File: src/logic/msc_pkg.sv
`default_nettype none

package msc_pkg;

    // ------------------------------------------------------------------
    // bus and register map
    // ------------------------------------------------------------------
    localparam int          MSC_ADDR_W   = 12;
    localparam int          MSC_DATA_W   = 32;
    localparam logic [11:0] MSC_OFF_LOW  = 12'h000;
    localparam logic [11:0] MSC_OFF_MID  = 12'h004;
    localparam logic [11:0] MSC_OFF_HIGH = 12'h008;
    localparam logic [11:0] MSC_OFF_CTRL = 12'h00c;

    // ------------------------------------------------------------------
    // control field positions and reset values
    // ------------------------------------------------------------------
    localparam int          MSC_CTRL_MODE_BIT  = 0;
    localparam int          MSC_CTRL_DEC_BIT   = 4;
    localparam int          MSC_CTRL_ENC_BIT   = 5;
    localparam int          MSC_CTRL_READY_BIT = 7;
    localparam logic [7:0]  MSC_DATA_RST       = 8'h00;
    localparam logic        MSC_BIT_RST        = 1'b0;

    // ------------------------------------------------------------------
    // manchester symbol pairs
    // ------------------------------------------------------------------
    localparam logic [1:0]  MSC_SYM_ZERO = 2'h2;
    localparam logic [1:0]  MSC_SYM_ONE  = 2'h1;

    // ------------------------------------------------------------------
    // carriers and states
    // ------------------------------------------------------------------
    typedef struct packed {
        logic [11:0] addr;
        logic        write;
        logic [31:0] wdata;
    } msc_apb_req_t;

    typedef struct packed {
        logic [7:0] high;
        logic [7:0] mid;
        logic [7:0] low;
    } msc_data_t;

    typedef enum logic {
        msc_st_idle,
        msc_st_ack
    } msc_apb_state_t;

endpackage

`default_nettype wire

File: src/logic/msc_nibble_encoder.sv
`timescale 1ns/1ps
`default_nettype none

// each input bit becomes one symbol pair, msb pair first
module msc_nibble_encoder #(
    parameter int BITS = 8
) (
    input  wire logic [BITS-1:0]   byte_in,
    output logic      [2*BITS-1:0] code_out
);

    genvar i;
    generate
        for (i = 0; i < BITS; i++) begin : g_bit
            assign code_out[2*i+1:2*i] = byte_in[i] ? msc_pkg::MSC_SYM_ONE
                                                     : msc_pkg::MSC_SYM_ZERO;
        end
    endgenerate

endmodule // msc_nibble_encoder

`default_nettype wire

File: src/logic/msc_apb_slave.sv
`timescale 1ns/1ps
`default_nettype none

// two-cycle access phase: pready rises one cycle into access
module msc_apb_slave (
    input  wire logic                    pclk,
    input  wire logic                    presetn,
    input  wire logic                    psel,
    input  wire logic                    penable,
    input  wire logic [11:0]             paddr,
    input  wire logic                    pwrite,
    input  wire logic [31:0]             pwdata,
    input  wire logic [31:0]             rd_word,
    input  wire logic                    addr_hit,
    output logic      [31:0]             prdata,
    output logic                         pready,
    output logic                         pslverr,
    output msc_pkg::msc_apb_req_t        req,
    output logic                         commit
);

    msc_pkg::msc_apb_state_t state_reg;
    msc_pkg::msc_apb_state_t state_next;
    logic [31:0]             prdata_next;
    logic                    pslverr_next;

    wire access = psel & penable;

    assign req.addr  = paddr;
    assign req.write = pwrite;
    assign req.wdata = pwdata;
    assign commit    = access & pready;

    always_comb begin
        state_next   = state_reg;
        prdata_next  = prdata;
        pslverr_next = pslverr;
        case (state_reg)
            msc_pkg::msc_st_idle: begin
                if (access) begin
                    state_next   = msc_pkg::msc_st_ack;
                    prdata_next  = pwrite ? 32'h0000_0000 : rd_word;
                    pslverr_next = ~addr_hit;
                end
            end
            msc_pkg::msc_st_ack: begin
                state_next   = msc_pkg::msc_st_idle;
                prdata_next  = 32'h0000_0000;
                pslverr_next = 1'b0;
            end
            default: begin
                state_next = msc_pkg::msc_st_idle;
            end
        endcase
    end

    always_ff @(posedge pclk or negedge presetn) begin
        if (!presetn) begin
            state_reg <= msc_pkg::msc_st_idle;
            prdata    <= 32'h0000_0000;
            pslverr   <= 1'b0;
        end else begin
            state_reg <= state_next;
            prdata    <= prdata_next;
            pslverr   <= pslverr_next;
        end
    end

    assign pready = (state_reg == msc_pkg::msc_st_ack);

endmodule // msc_apb_slave

`default_nettype wire

File: src/logic/msc_codec.sv
// Summary of operation
// - three byte data registers plus control register
// - manchester encode consumes exactly one byte
// - encode yields two bytes of output
// - data right justified; high byte untouched
// - source byte in low; start bit launches
// - upper nibble code to mid, lower to low
// - source readable until start; result replaces
// - encode and decode start bits self clear
// - ready sticky until software writes zero
// - one control write clears ready and starts
// - zero bit gives 10, one gives 01
//
// Chosen here: the APB slave port and the register addresses.
`timescale 1ns/1ps
`default_nettype none

module msc_codec (
    input  wire logic        pclk,
    input  wire logic        presetn,
    input  wire logic        psel,
    input  wire logic        penable,
    input  wire logic [11:0] paddr,
    input  wire logic        pwrite,
    input  wire logic [31:0] pwdata,
    output logic      [31:0] prdata,
    output logic             pready,
    output logic             pslverr
);

    // ------------------------------------------------------------------
    // state
    // ------------------------------------------------------------------
    msc_pkg::msc_data_t    data_reg;
    msc_pkg::msc_data_t    data_next;
    logic                  mode_reg;
    logic                  mode_next;
    logic                  enc_go_reg;
    logic                  enc_go_next;
    logic                  dec_go_reg;
    logic                  dec_go_next;
    logic                  ready_reg;
    logic                  ready_next;

    msc_pkg::msc_apb_req_t req;
    logic                  commit;
    logic [31:0]           rd_word;
    logic [15:0]           enc_code;
    logic [7:0]            ctrl_byte;
    logic                  hit_any;

    // ------------------------------------------------------------------
    // bus slave
    // ------------------------------------------------------------------
    msc_apb_slave u_apb (
        .pclk     (pclk),
        .presetn  (presetn),
        .psel     (psel),
        .penable  (penable),
        .paddr    (paddr),
        .pwrite   (pwrite),
        .pwdata   (pwdata),
        .rd_word  (rd_word),
        .addr_hit (hit_any),
        .prdata   (prdata),
        .pready   (pready),
        .pslverr  (pslverr),
        .req      (req),
        .commit   (commit)
    );

    // ------------------------------------------------------------------
    // address decode
    // ------------------------------------------------------------------
    wire hit_low  = (req.addr == msc_pkg::MSC_OFF_LOW);
    wire hit_mid  = (req.addr == msc_pkg::MSC_OFF_MID);
    wire hit_high = (req.addr == msc_pkg::MSC_OFF_HIGH);
    wire hit_ctrl = (req.addr == msc_pkg::MSC_OFF_CTRL);
    assign hit_any = hit_low | hit_mid | hit_high | hit_ctrl;

    wire wr_commit = commit & req.write;
    wire low_wr    = wr_commit & hit_low;
    wire mid_wr    = wr_commit & hit_mid;
    wire high_wr   = wr_commit & hit_high;
    wire ctrl_wr   = wr_commit & hit_ctrl;

    wire wr_mode  = req.wdata[msc_pkg::MSC_CTRL_MODE_BIT];
    wire wr_dec   = req.wdata[msc_pkg::MSC_CTRL_DEC_BIT];
    wire wr_enc   = req.wdata[msc_pkg::MSC_CTRL_ENC_BIT];
    wire wr_ready = req.wdata[msc_pkg::MSC_CTRL_READY_BIT];

    // ------------------------------------------------------------------
    // encoder
    // ------------------------------------------------------------------
    // with mode one the three of six path owns the data, not this one
    wire enc_fire = enc_go_reg & ~mode_reg;

    msc_nibble_encoder #(
        .BITS (8)
    ) u_enc (
        .byte_in  (data_reg.low),
        .code_out (enc_code)
    );

    // ------------------------------------------------------------------
    // next-state logic
    // ------------------------------------------------------------------
    always_comb begin
        data_next = data_reg;
        if (low_wr) begin
            data_next.low = req.wdata[7:0];
        end
        if (mid_wr) begin
            data_next.mid = req.wdata[7:0];
        end
        if (high_wr) begin
            data_next.high = req.wdata[7:0];
        end
        // conversion wins over a data write in the same cycle
        if (enc_fire) begin
            data_next.mid = enc_code[15:8];
            data_next.low = enc_code[7:0];
        end
    end

    assign mode_next   = ctrl_wr ? wr_mode : mode_reg;
    assign enc_go_next = ctrl_wr & wr_enc;
    assign dec_go_next = ctrl_wr & wr_dec;
    // hardware set wins over a clearing write in the same cycle
    assign ready_next  = enc_fire
                       | (ready_reg & ~(ctrl_wr & ~wr_ready));

    // ------------------------------------------------------------------
    // registers
    // ------------------------------------------------------------------
    always_ff @(posedge pclk or negedge presetn) begin
        if (!presetn) begin
            data_reg.low  <= msc_pkg::MSC_DATA_RST;
            data_reg.mid  <= msc_pkg::MSC_DATA_RST;
            data_reg.high <= msc_pkg::MSC_DATA_RST;
            mode_reg      <= msc_pkg::MSC_BIT_RST;
            enc_go_reg    <= msc_pkg::MSC_BIT_RST;
            dec_go_reg    <= msc_pkg::MSC_BIT_RST;
            ready_reg     <= msc_pkg::MSC_BIT_RST;
        end else begin
            data_reg   <= data_next;
            mode_reg   <= mode_next;
            enc_go_reg <= enc_go_next;
            dec_go_reg <= dec_go_next;
            ready_reg  <= ready_next;
        end
    end

    // ------------------------------------------------------------------
    // read path
    // ------------------------------------------------------------------
    always_comb begin
        ctrl_byte = 8'h00;
        ctrl_byte[msc_pkg::MSC_CTRL_MODE_BIT]  = mode_reg;
        ctrl_byte[msc_pkg::MSC_CTRL_DEC_BIT]   = dec_go_reg;
        ctrl_byte[msc_pkg::MSC_CTRL_ENC_BIT]   = enc_go_reg;
        ctrl_byte[msc_pkg::MSC_CTRL_READY_BIT] = ready_reg;
    end

    assign rd_word = hit_low  ? {24'h00_0000, data_reg.low}  :
                     hit_mid  ? {24'h00_0000, data_reg.mid}  :
                     hit_high ? {24'h00_0000, data_reg.high} :
                     hit_ctrl ? {24'h00_0000, ctrl_byte}     :
                                32'h0000_0000;

    // reference pairs built straight from the source bits, not the encoder
    wire [7:0] src_byte     = data_reg.low;
    wire [7:0] exp_mid_code = {~src_byte[7], src_byte[7], ~src_byte[6],
                               src_byte[6], ~src_byte[5], src_byte[5],
                               ~src_byte[4], src_byte[4]};
    wire [7:0] exp_low_code = {~src_byte[3], src_byte[3], ~src_byte[2],
                               src_byte[2], ~src_byte[1], src_byte[1],
                               ~src_byte[0], src_byte[0]};
    wire [7:0] wr_low_byte  = req.wdata[7:0];
    wire       mid_src      = mid_wr | enc_fire;
endmodule // msc_codec

`default_nettype wire

File: config.mk
export PLATFORM = sky130hd
export DESIGN_NAME = msc_codec
export DESIGN_NICKNAME = d
export VERILOG_FILES = /design/src/logic/msc_pkg.sv /design/src/logic/msc_nibble_encoder.sv /design/src/logic/msc_apb_slave.sv /design/src/logic/msc_codec.sv
export SDC_FILE = /design/constraint.sdc
export NUM_CORES = 1
export LEC_CHECK = 0
export BUFFER_PORTS_ARGS = -buffer_cell sky130_fd_sc_hd__buf_2
export CAP_MARGIN = 20
export CORE_MARGIN = 2
export CORE_UTILIZATION = 30
export CTS_CLUSTER_SIZE = 8
export DETAILED_ROUTE_END_ITERATION = 7
export PLACE_DENSITY = 0.58
export SLEW_MARGIN = 0
export SYNTH_ARGS = -nofsm -noshare
export SYNTH_HDL_FRONTEND = slang
export SYNTH_SLANG_ARGS = --single-unit
File: constraint.sdc
create_clock -name pclk -period 5.14 [get_ports pclk]
set_clock_uncertainty 0.1 [all_clocks]
set_input_delay 0.514 -clock pclk [delete_from_list [all_inputs] [get_ports pclk]]
set_output_delay 0.514 -clock pclk [all_outputs]
set_load 0.01 [all_outputs]
==> impl_metrics.tcl, run 1 <==
set metrics [dict create \
    fmax_ghz 0.444 \
    r2r_start "u_apb.pready" \
    tightestPinTransition_ps 856 \
    grt_use_total 0.128 \
    clock_path_buffers 2 \
    finalWirelength_microns 4420 \
    grt_pass1_vias 1384 \
    postCtsResizedCells 0 \
    status "complete, no violations" \
    routed_via_density 4.82 \
    fin_crit_sh 0.438 \
    required_ps 5220 \
    cts_setup_buffers 0 \
    antenna_found_initial 0 \
    ir_drop_mv 0.0782 \
    synth-compound-area-share 0.116 \
    gp_congestion 0.762 \
    die_w_microns 86.3 \
    worst-path-max-fanout 10 \
    synth_commonest_cells "38 x dfrtp_1, 25 x buf_4, 18 x nand2_1" \
    crit_path_start_kind "input port" \
    die_area_sq_um 7450 \
    antenna_cells 0 \
    numCtsBuffers 5 \
    yosys.area.top_type "dfrtp_1" \
    initial_utilization 0.315 \
    die_h_microns 86.3 \
    fin_tns_setup_ps 0 \
    yosys.area_share.xor_xnor 0 \
    cp-end-kind "flip-flop" \
    drc 0 \
    path_class "in -> reg" \
    p_leak_nw 1.11 \
    finalSetupViolations 0 \
    avgSynthCellArea_sq_um 10.9 \
    h-tree-depth 2 \
    synth-edff-count 0 \
    worst-path-buf-inv 2 \
    grt_remaining_overflow 0 \
    area_growth_syn_to_layout_pct 11.6 \
    synth_cell_types 30 \
    dpl-instance-area_sq_um 2180 \
    netlist_top_cells_area "dfrtp_1 47%, buf_4 9.2%, mux2_2 7.2%, mux2_4 5.9%, mux2i_1 4.4%" \
    ys.flop_type "dfrtp_1" \
    vias 1436 \
    hold_viol_final 0 \
    grt_setup_unrepaired "false" \
    grt_pass1_wl_microns 7150 \
    syn_inst 187 \
    synth_top_cell_area_share 0.468 \
    slew-limit-headroom 0.429 \
    core_area_sq_um 6460 \
    netlist_area_sq_um 2030 \
    yosysMostFrequentCell "dfrtp_1" \
    critPathTopFamily "simple AND/OR/NAND/NOR gates" \
    ys_warn_count 0 \
    layout-drive-gt1-share 0.299 \
    slowest_stage "or4_1" \
    clkTransAtPathRegs_ps 70 \
    first_pass_iters 4 \
    io-pin-count 83 \
    dp_hpwl_microns 3120 \
    critical-path-max-stage-delay_ps 900 \
    drv_cap 0 \
    cts_tree "done" \
    final.fill_count 671 \
    drtIter0Drc 121 \
    nets 269 \
    finalInstanceArea_sq_um 2270 \
    synth_top_family_by_area "multiplexers" \
    grt_start_max_net_pins 39 \
    port_buffers 34 \
    synthMuxAreaShare 0.175 \
    crit_chain "buf_2, clkinv_1, or4_1, mux2_4" \
    synthAdderAreaFrac 0 \
    critPathArrivalTime_ps 2330 \
    hold_path_class "in -> async" \
    fp-row-count 29 \
    antenna_left 0 \
    insertion_delay_ps 290 \
    clock-sinks 38 \
    p_total_mw 0.560 \
    clockRootBuffer "clkbuf_8" \
    power_density_nw_per_um2 247 \
    ctsHoldBuffers 0 \
    worstSetupStartpoint "paddr[3]" \
    synth_seq_cells 38 \
    wl_per_cell_microns 14.8 \
    synth_simple_gate_area_frac 0.123 \
    drv_slew 0 \
    period_needed_ps 2250 \
    ys_async_sr_fraction 1.00 \
    ys_seq_area_frac 0.468 \
    largest_reg_flops 16 \
]
## placed cells by master, fill, tap and decap left out, types with 6 or more instances in the layout
master,count
buf_2,34
clkbuf_8,6
conb_1,24
dfrtp_1,38
mux2_2,13
mux2_4,8
mux2i_1,9
nand2_1,18
nor2_1,9
o21a_1,7
o21ai_0,15
## where the power goes
part / internal, mW / switching, mW
logic: 0.0135 / 0.0328
registers: 0.300 / 0.00120
clock network: 0.108 / 0.104
## kinds of logic (layout without fill, tap and decap cells)
| family | after synthesis | after routing |
|---|---|---|
| other | 1 | 24 |
| AO/OA/AOI/OAI | 37 | 37 |
| AND/OR/NAND/NOR | 44 | 44 |
| buffers and inverters | 37 | 48 |
| flip-flops | 38 | 38 |
| multiplexers | 30 | 30 |
## cell type report
type	count	area (sq um)	area share
multi-input cells	135	932	0.411
flip-flops and latches	38	951	0.419
clock buffers	7	86.3	0.0381
repair buffers	35	178	0.0784
well taps	77	96.3	0.0425
inverters	5	18.8	0.00828
clock inverters	1	5.00	0.00221
## final timing paths
| check | endpoint | slack [ps] | depth (start not counted) |
|---|---|---|---|
| hold / removal | data_reg[20] | 230 | 1 |
| min in group pclk | data_reg[19] | 370 | 2 |
| max in group asynchronous | data_reg[10] | 4170 | 1 |
| hold reg to reg | u_apb.prdata[3] | 380 | 2 |
| setup reg to reg | data_reg[13] | 2910 | 4 |
| setup / recovery | data_reg[16] | 2890 | 4 |
## layer usage
layer	share of wire	GRT usage	up-vias
li1	-	-	675
met1	0.48	0.188	689
met2	0.42	0.180	66
met3	0.087	0.0400	6
met4	0.012	0.0384	0
met5	0	0	-
## worst register-to-register path, stage by stage (launching register included)
cell	delay (ps)
dfrtp_1	400
nand4_1	260
nand4b_1	710
mux2_2	500
o21a_1	160
## per-stage QoR
stage	util	worst slack, ps	instances	hold WS [ps]
3_5_place_dp	0.337	2560	290	373
5_1_grt	0.351	2770	298	300
3_3_place_gp	0.337	2560	290	362
6_report	0.351	2890	298	229
2_1_floorplan	-	3070	210	118
4_1_cts	0.351	2880	298	272
Note: power is estimated with default switching activity, not from simulation.
==> run 2: changes to the inputs <==
--- a/config.mk
+++ b/config.mk
@@ -5,13 +5,14 @@
 export SDC_FILE = /design/constraint.sdc
 export NUM_CORES = 1
 export LEC_CHECK = 0
+export ABC_AREA = 1
 export BUFFER_PORTS_ARGS = -buffer_cell sky130_fd_sc_hd__buf_2
 export CAP_MARGIN = 20
 export CORE_MARGIN = 2
 export CORE_UTILIZATION = 30
 export CTS_CLUSTER_SIZE = 8
 export DETAILED_ROUTE_END_ITERATION = 7
-export PLACE_DENSITY = 0.58
+export PLACE_DENSITY = 0.57
 export SLEW_MARGIN = 0
 export SYNTH_ARGS = -nofsm -noshare
 export SYNTH_HDL_FRONTEND = slang
==> constraint.sdc (replaced) <==
create_clock -name pclk -period 2.35 [get_ports pclk]
set_clock_uncertainty 0.1 [all_clocks]
set_input_delay 0.235 -clock pclk [delete_from_list [all_inputs] [get_ports pclk]]
set_output_delay 0.235 -clock pclk [all_outputs]
set_load 0.01 [all_outputs]
==> run 2 against run 1 <==
  * Final area rose by 10%
  * Worst setup slack got worse by 2300 ps
  * Cell count rose by 41%
  * Hold slack got worse by 140 ps
  * Synthesized cell count rose by 53%
  * Clock power rose by 120%
  * Combinational power rose by 140%
  * Register-to-register slack got worse by 2400 ps
  * Highest routed layer unchanged
==> impl_metrics.tcl, run 2 <==
set metrics [dict create \
    syn_inst 287 \
    h-tree-depth 2 \
    clkTransAtPathRegs_ps 80 \
    synth_top_cell_area_share 0.421 \
    avgSynthCellArea_sq_um 7.86 \
    grt_pass1_vias 1694 \
    finalWirelength_microns 4890 \
    yosys.area.top_type "dfrtp_1" \
    antenna_left 0 \
    ys_async_sr_fraction 1.00 \
    comb_power_share 0.091 \
    core_area_sq_um 7250 \
    whs_path_depth 3 \
    largest_reg_flops 16 \
    hold_path_class "in -> reg" \
    fmax_ghz 0.557 \
    p_clk_frac 0.378 \
    clockRootBuffer "clkbuf_8" \
    grt_setup_unrepaired "false" \
    netlist_top_cells_area "dfrtp_1 42%, nand2_1 14%, buf_4 8.3%, nand3_1 6.4%, inv_1 3.7%" \
    path_class "reg -> reg" \
    finalSetupViolations 0 \
    port_buffers 34 \
    fin_tns_setup_ps 0 \
    vias 1841 \
    initial_utilization 0.311 \
    die_h_microns 90.7 \
    drv_slew 0 \
    utilization 0.345 \
    status "complete, no violations" \
    numCtsBuffers 5 \
    hold_slack_ps 89.5 \
    drtIter0Drc 87 \
    ys_seq_area_frac 0.421 \
    gp_congestion 0.809 \
    p_leak_nw 1.31 \
    clock-sinks 38 \
    required_ps 2420 \
    finalInstanceArea_sq_um 2500 \
    worst-path-max-fanout 27 \
    grt_use_total 0.125 \
    critPathArrivalTime_ps 1870 \
    whs_endpoint "data_reg[18]" \
    period_needed_ps 1800 \
    ir_drop_mv 0.191 \
    clock_path_buffers 2 \
    hp-start "pwdata[2]" \
    drc 0 \
    rrSetupSlack_ps 550 \
    drv_cap 0 \
    dp_hpwl_microns 3710 \
    intPower_mw 0.925 \
    switchingPower_mw 0.316 \
    dpl-instance-area_sq_um 2400 \
    cp-end-kind "flip-flop" \
    fin_crit_sh 0.764 \
    die_area_sq_um 8230 \
    hold_viol_final 0 \
    layout_commonest_cell "nand2_1" \
    dr_wl_met3_microns 306 \
    grt_start_max_net_pins 39 \
    slew-limit-headroom 0.420 \
    antenna_cells 0 \
    netlist_area_sq_um 2260 \
    synth_commonest_cells "84 x nand2_1, 38 x dfrtp_1, 29 x nand3_1" \
    die_w_microns 90.7 \
    ys.flop_type "dfrtp_1" \
    layout-drive-gt1-share 0.217 \
    layout_common_cells "84 x nand2_1, 38 x dfrtp_1, 34 x buf_2" \
    grt_remaining_overflow 0 \
    cts_setup_buffers 0 \
    highest_layer "met4" \
    grt_pass1_wl_microns 8200 \
    wl_per_cell_microns 11.6 \
    crit_path_start_kind "flip-flop" \
    cts_tree "done" \
    routed_via_density 4.37 \
    first_pass_iters 4 \
    crit-reg2reg-capture "src_byte[2]" \
    antenna_found_initial 0 \
    ys_warn_count 0 \
    area_growth_syn_to_layout_pct 10.8 \
    wl_met1_microns 2560 \
    r2r_start "enc_go_reg" \
    fp-row-count 31 \
    io-pin-count 83 \
    synth_seq_cells 38 \
    tightestPinTransition_ps 870 \
    p_seq_frac 0.531 \
    reg2regPathDepth 5 \
    yosysMostFrequentCell "nand2_1" \
    synth-edff-count 0 \
    synth_cell_types 27 \
    netSwitchingFraction 0.254 \
    final.fill_count 800 \
    power_density_nw_per_um2 497 \
    wl_met2_microns 1950 \
    insertion_delay_ps 300 \
    nets 370 \
]
## run 2: changes by cell type after synthesis, sizes merged, moves of 7 or more
cell and change:
nand2 +72, nand3 +31, o21ai +23, mux2 -21, inv +20, nor2 +14
mux2i -9, o21a -7
## run 2: metal layers
metal,vias to the layer above,GRT usage
met1,844,0.192
li1,937,-
met5,-,0
met3,6,0.0326
met4,0,0.0423
met2,54,0.165
## run 2: kinds of logic (layout without fill, tap and decap cells)
group           Yosys count  after routing  synth area share
other cells               1             24           0.00166
buf+inv                  56             68             0.149
simple gates            150            150             0.320
flops                    38             38             0.421
compound gates           42             42             0.108
## run 2: cell type report
type	count	area, sq um	area share
timing repair buffer	36	188	0.0751
inverter	24	90.1	0.0360
tap	99	124	0.0495
sequential	38	951	0.380
clock buffer	7	86.3	0.0345
clock inverter	1	5.00	0.00200
multi-input combinational	216	1060	0.422
## run 2: critical path: stages (launching register included)
cell and delay, ps:
dfrtp_1 380, inv_1 50, or2_1 600, nand2_2 330
nand2_1 140, o21ai_1 70
## run 2: what timing repair did
| item | in CTS | in global routing |
|---|---|---|
| hold buffers | 1 | 0 |
| endpoints found under the hold margin | 38 | 0 |
| endpoints found under the setup margin | 0 | 0 |
| resized for setup | 0 | 0 |
## run 2: worst max-delay path by stage
stage                from          end  slack, ps  cells past startpoint
4_1_cts        enc_go_reg  src_byte[2]        550                      5
2_1_floorplan  enc_go_reg  src_byte[0]        980                      7
3_5_place_dp   enc_go_reg  src_byte[2]        560                      5
6_report       enc_go_reg  src_byte[2]        550                      5
3_3_place_gp   enc_go_reg  src_byte[6]        570                      5
5_1_grt        enc_go_reg  src_byte[2]        370                      5
## run 2: through the flow
stage	total power, mW	std cells	setup slack [ps]
floorplan	0.763	310	980
global placement	0.784	412	569
detailed placement	0.785	412	558
CTS	1.26	421	548
global route	1.29	421	366
finish	1.24	421	554
## run 2: power groups by stage
stage          clock network, mW  logic [mW]  registers [mW]
6_report                   0.469       0.113           0.659
5_1_grt                    0.504       0.130           0.659
4_1_cts                    0.482       0.115           0.659
3_5_place_dp                   0       0.113           0.672
3_3_place_gp                   0       0.112           0.672
2_1_floorplan                  0      0.0890           0.674
==> run 3: changes to the inputs <==
--- a/config.mk
+++ b/config.mk
@@ -5,14 +5,14 @@
 export SDC_FILE = /design/constraint.sdc
 export NUM_CORES = 1
 export LEC_CHECK = 0
-export ABC_AREA = 1
+export ABC_AREA = 0
 export BUFFER_PORTS_ARGS = -buffer_cell sky130_fd_sc_hd__buf_2
 export CAP_MARGIN = 20
 export CORE_MARGIN = 2
 export CORE_UTILIZATION = 30
 export CTS_CLUSTER_SIZE = 8
 export DETAILED_ROUTE_END_ITERATION = 7
-export PLACE_DENSITY = 0.57
+export PLACE_DENSITY = 0.58
 export SLEW_MARGIN = 0
 export SYNTH_ARGS = -nofsm -noshare
 export SYNTH_HDL_FRONTEND = slang
==> constraint.sdc (replaced) <==
create_clock -name pclk -period 1.9 [get_ports pclk]
set_clock_uncertainty 0.1 [all_clocks]
set_input_delay 0.19 -clock pclk [delete_from_list [all_inputs] [get_ports pclk]]
set_output_delay 0.19 -clock pclk [all_outputs]
set_load 0.01 [all_outputs]
==> run 3 against run 2 <==
  * Register-to-register slack got worse by 430 ps
  * Global-route usage grew 0.72 points
  * Hold slack lost 38 ps
  * Combinational power increased by 27%
  * Count of clock-buffer cells in the layout decreased by 2
  * Final area shrank 2.6%
  * Core utilization rose by 3.2 points
  * Worst setup slack got worse by 430 ps
  * Non-clock buffer count is 17 higher
  * Clock power up 45%
  * Highest routed layer unchanged
==> impl_metrics.tcl, run 3 (synthesis results as in run 1) <==
set metrics [dict create \
    r2r_start "u_apb.pready" \
    use_met1 0.175 \
    power_density_nw_per_um2 673 \
    io-pin-count 83 \
    cts_tree "done" \
    clock-sinks 38 \
    crit-reg2reg-capture "data_reg[16]" \
    finalSetupViolations 0 \
    h-tree-depth 2 \
    critPathArrivalTime_ps 1850 \
    layout_commonest_cell "dfrtp_1" \
    gp_congestion 0.750 \
    grt_use_total 0.132 \
    die_w_microns 86.3 \
    final.fill_count 655 \
    routed_via_density 4.74 \
    place_inst 307 \
    regArea_sq_um 951 \
    cts_setup_buffers 0 \
    initial_utilization 0.315 \
    final_cells 316 \
    ir_drop_mv 0.248 \
    status "complete, no violations" \
    cp-endpoint "data_reg[16]" \
    antenna_found_initial 0 \
    path_class "reg -> reg" \
    postCtsResizedCells 0 \
    worst-path-max-fanout 8 \
    core_area_sq_um 6460 \
    drv_cap 0 \
    first_pass_iters 4 \
    period_needed_ps 1780 \
    cp-end-kind "flip-flop" \
    antenna_left 0 \
    fin_crit_sh 0.935 \
    clockRootBuffer "clkbuf_8" \
    largest_reg_flops 16 \
    antenna_cells 0 \
    die_h_microns 86.3 \
    crit_path_start_kind "flip-flop" \
    dp_hpwl_microns 3300 \
    grt_busiest_layer "met2" \
    reg2regPathDepth 4 \
    finalWirelength_microns 4630 \
    nets 287 \
    fmax_ghz 0.563 \
    gr-usage-met2 0.209 \
    hold_viol_final 0 \
    fin_tns_setup_ps 0 \
    drtIter0Drc 90 \
    numCtsBuffers 5 \
    required_ps 1980 \
    layout_common_cells "38 x dfrtp_1, 34 x buf_2, 24 x conb_1" \
    drv_slew 0 \
    insertion_delay_ps 300 \
    vias 1499 \
    hold_path_class "in -> reg" \
    worstSetupStartpoint "u_apb.pready" \
    clock_path_buffers 2 \
    port_buffers 34 \
    drc 0 \
    finalInstanceArea_sq_um 2430 \
    wl_per_cell_microns 14.6 \
    die_area_sq_um 7450 \
    layout-drive-gt1-share 0.351 \
    dpl-instance-area_sq_um 2320 \
    grt_pass1_wl_microns 7510 \
    grt_start_max_net_pins 39 \
    grt_pass1_vias 1498 \
    grt_setup_unrepaired "false" \
    fp-row-count 29 \
    p_leak_nw 1.21 \
    area_growth_syn_to_layout_pct 19.8 \
    clkTransAtPathRegs_ps 80 \
    grt_util_met3 0.0343 \
    grt_remaining_overflow 0 \
    rrSetupSlack_ps 120 \
    multi_input_comb_area_sq_um 932 \
]
[run 3: cell count changes in the layout (fill, tap and decap cells not counted), moves of 8 or more]
cell / previous run / this run
o21ai_1: 16 / 0
mux2_2: 0 / 13
mux2_4: 0 / 8
nand3_1: 29 / 0
mux2i_1: 0 / 9
o21ai_2: 8 / 0
buf_4: 1 / 17
inv_1: 22 / 4
nand2_1: 84 / 18
[run 3: where the power goes]
part	internal [mW]	total (mW)	switching, mW
logic	0.0502	0.144	0.0937
registers	0.812	0.815	0.00243
clock network	0.386	0.679	0.293
total	1.25	1.64	0.389
[run 3: worst max-delay path, cell delays in order, from the launching register on]
cell	delay, ps
dfrtp_1	350
nand4_1	180
or4_1	510
buf_4	210
mux2_4	300
[run 3: worst min-delay path by stage]
stage / from / to / slack [ps] / cells after the start
after global routing: pwdata[3] / data_reg[19] / 50 / 2
after global placement: presetn / u_apb.prdata[4] / 80 / 2
after CTS: pwdata[3] / data_reg[19] / 50 / 2
final: pwdata[3] / data_reg[19] / 50 / 2
after floorplan: presetn / data_reg[10] / -210 / 0
after detailed placement: presetn / u_apb.prdata[4] / 80 / 2
[run 3: routing by layer]
metal | routed length (microns) | vias to the layer above
met5 | 0 | -
met4 | 36 | 0
met3 | 302 | 6
met2 | 2110 | 60
met1 | 2180 | 712
li1 | - | 721
[run 3: layout make-up]
type,instances,share of cell area
clock buffer,5,0.0283
clock inverter,3,0.0164
inverter,5,0.00771
multi-input combinational,135,0.383
sequential,38,0.391
tap,77,0.0396
timing repair buffer,53,0.135
[run 3: stage by stage]
step / hold slack, ps / worst slack (ps) / power [mW] / util
after floorplan: -206 / 91.9 / 0.925 / -
after detailed placement: 75.1 / -42.1 / 0.973 / 0.359
final: 51.6 / 123 / 1.64 / 0.377
after CTS: 48.3 / 127 / 1.66 / 0.377
after global routing: 48.8 / 29.8 / 1.70 / 0.377
after global placement: 78.6 / -23.2 / 0.972 / 0.359
[run 3: repair_timing]
action                                 4_1_cts  5_1_grt
setup endpoints to repair                    0        0
endpoints found under the hold margin       38        0
hold buffers                                 1        0
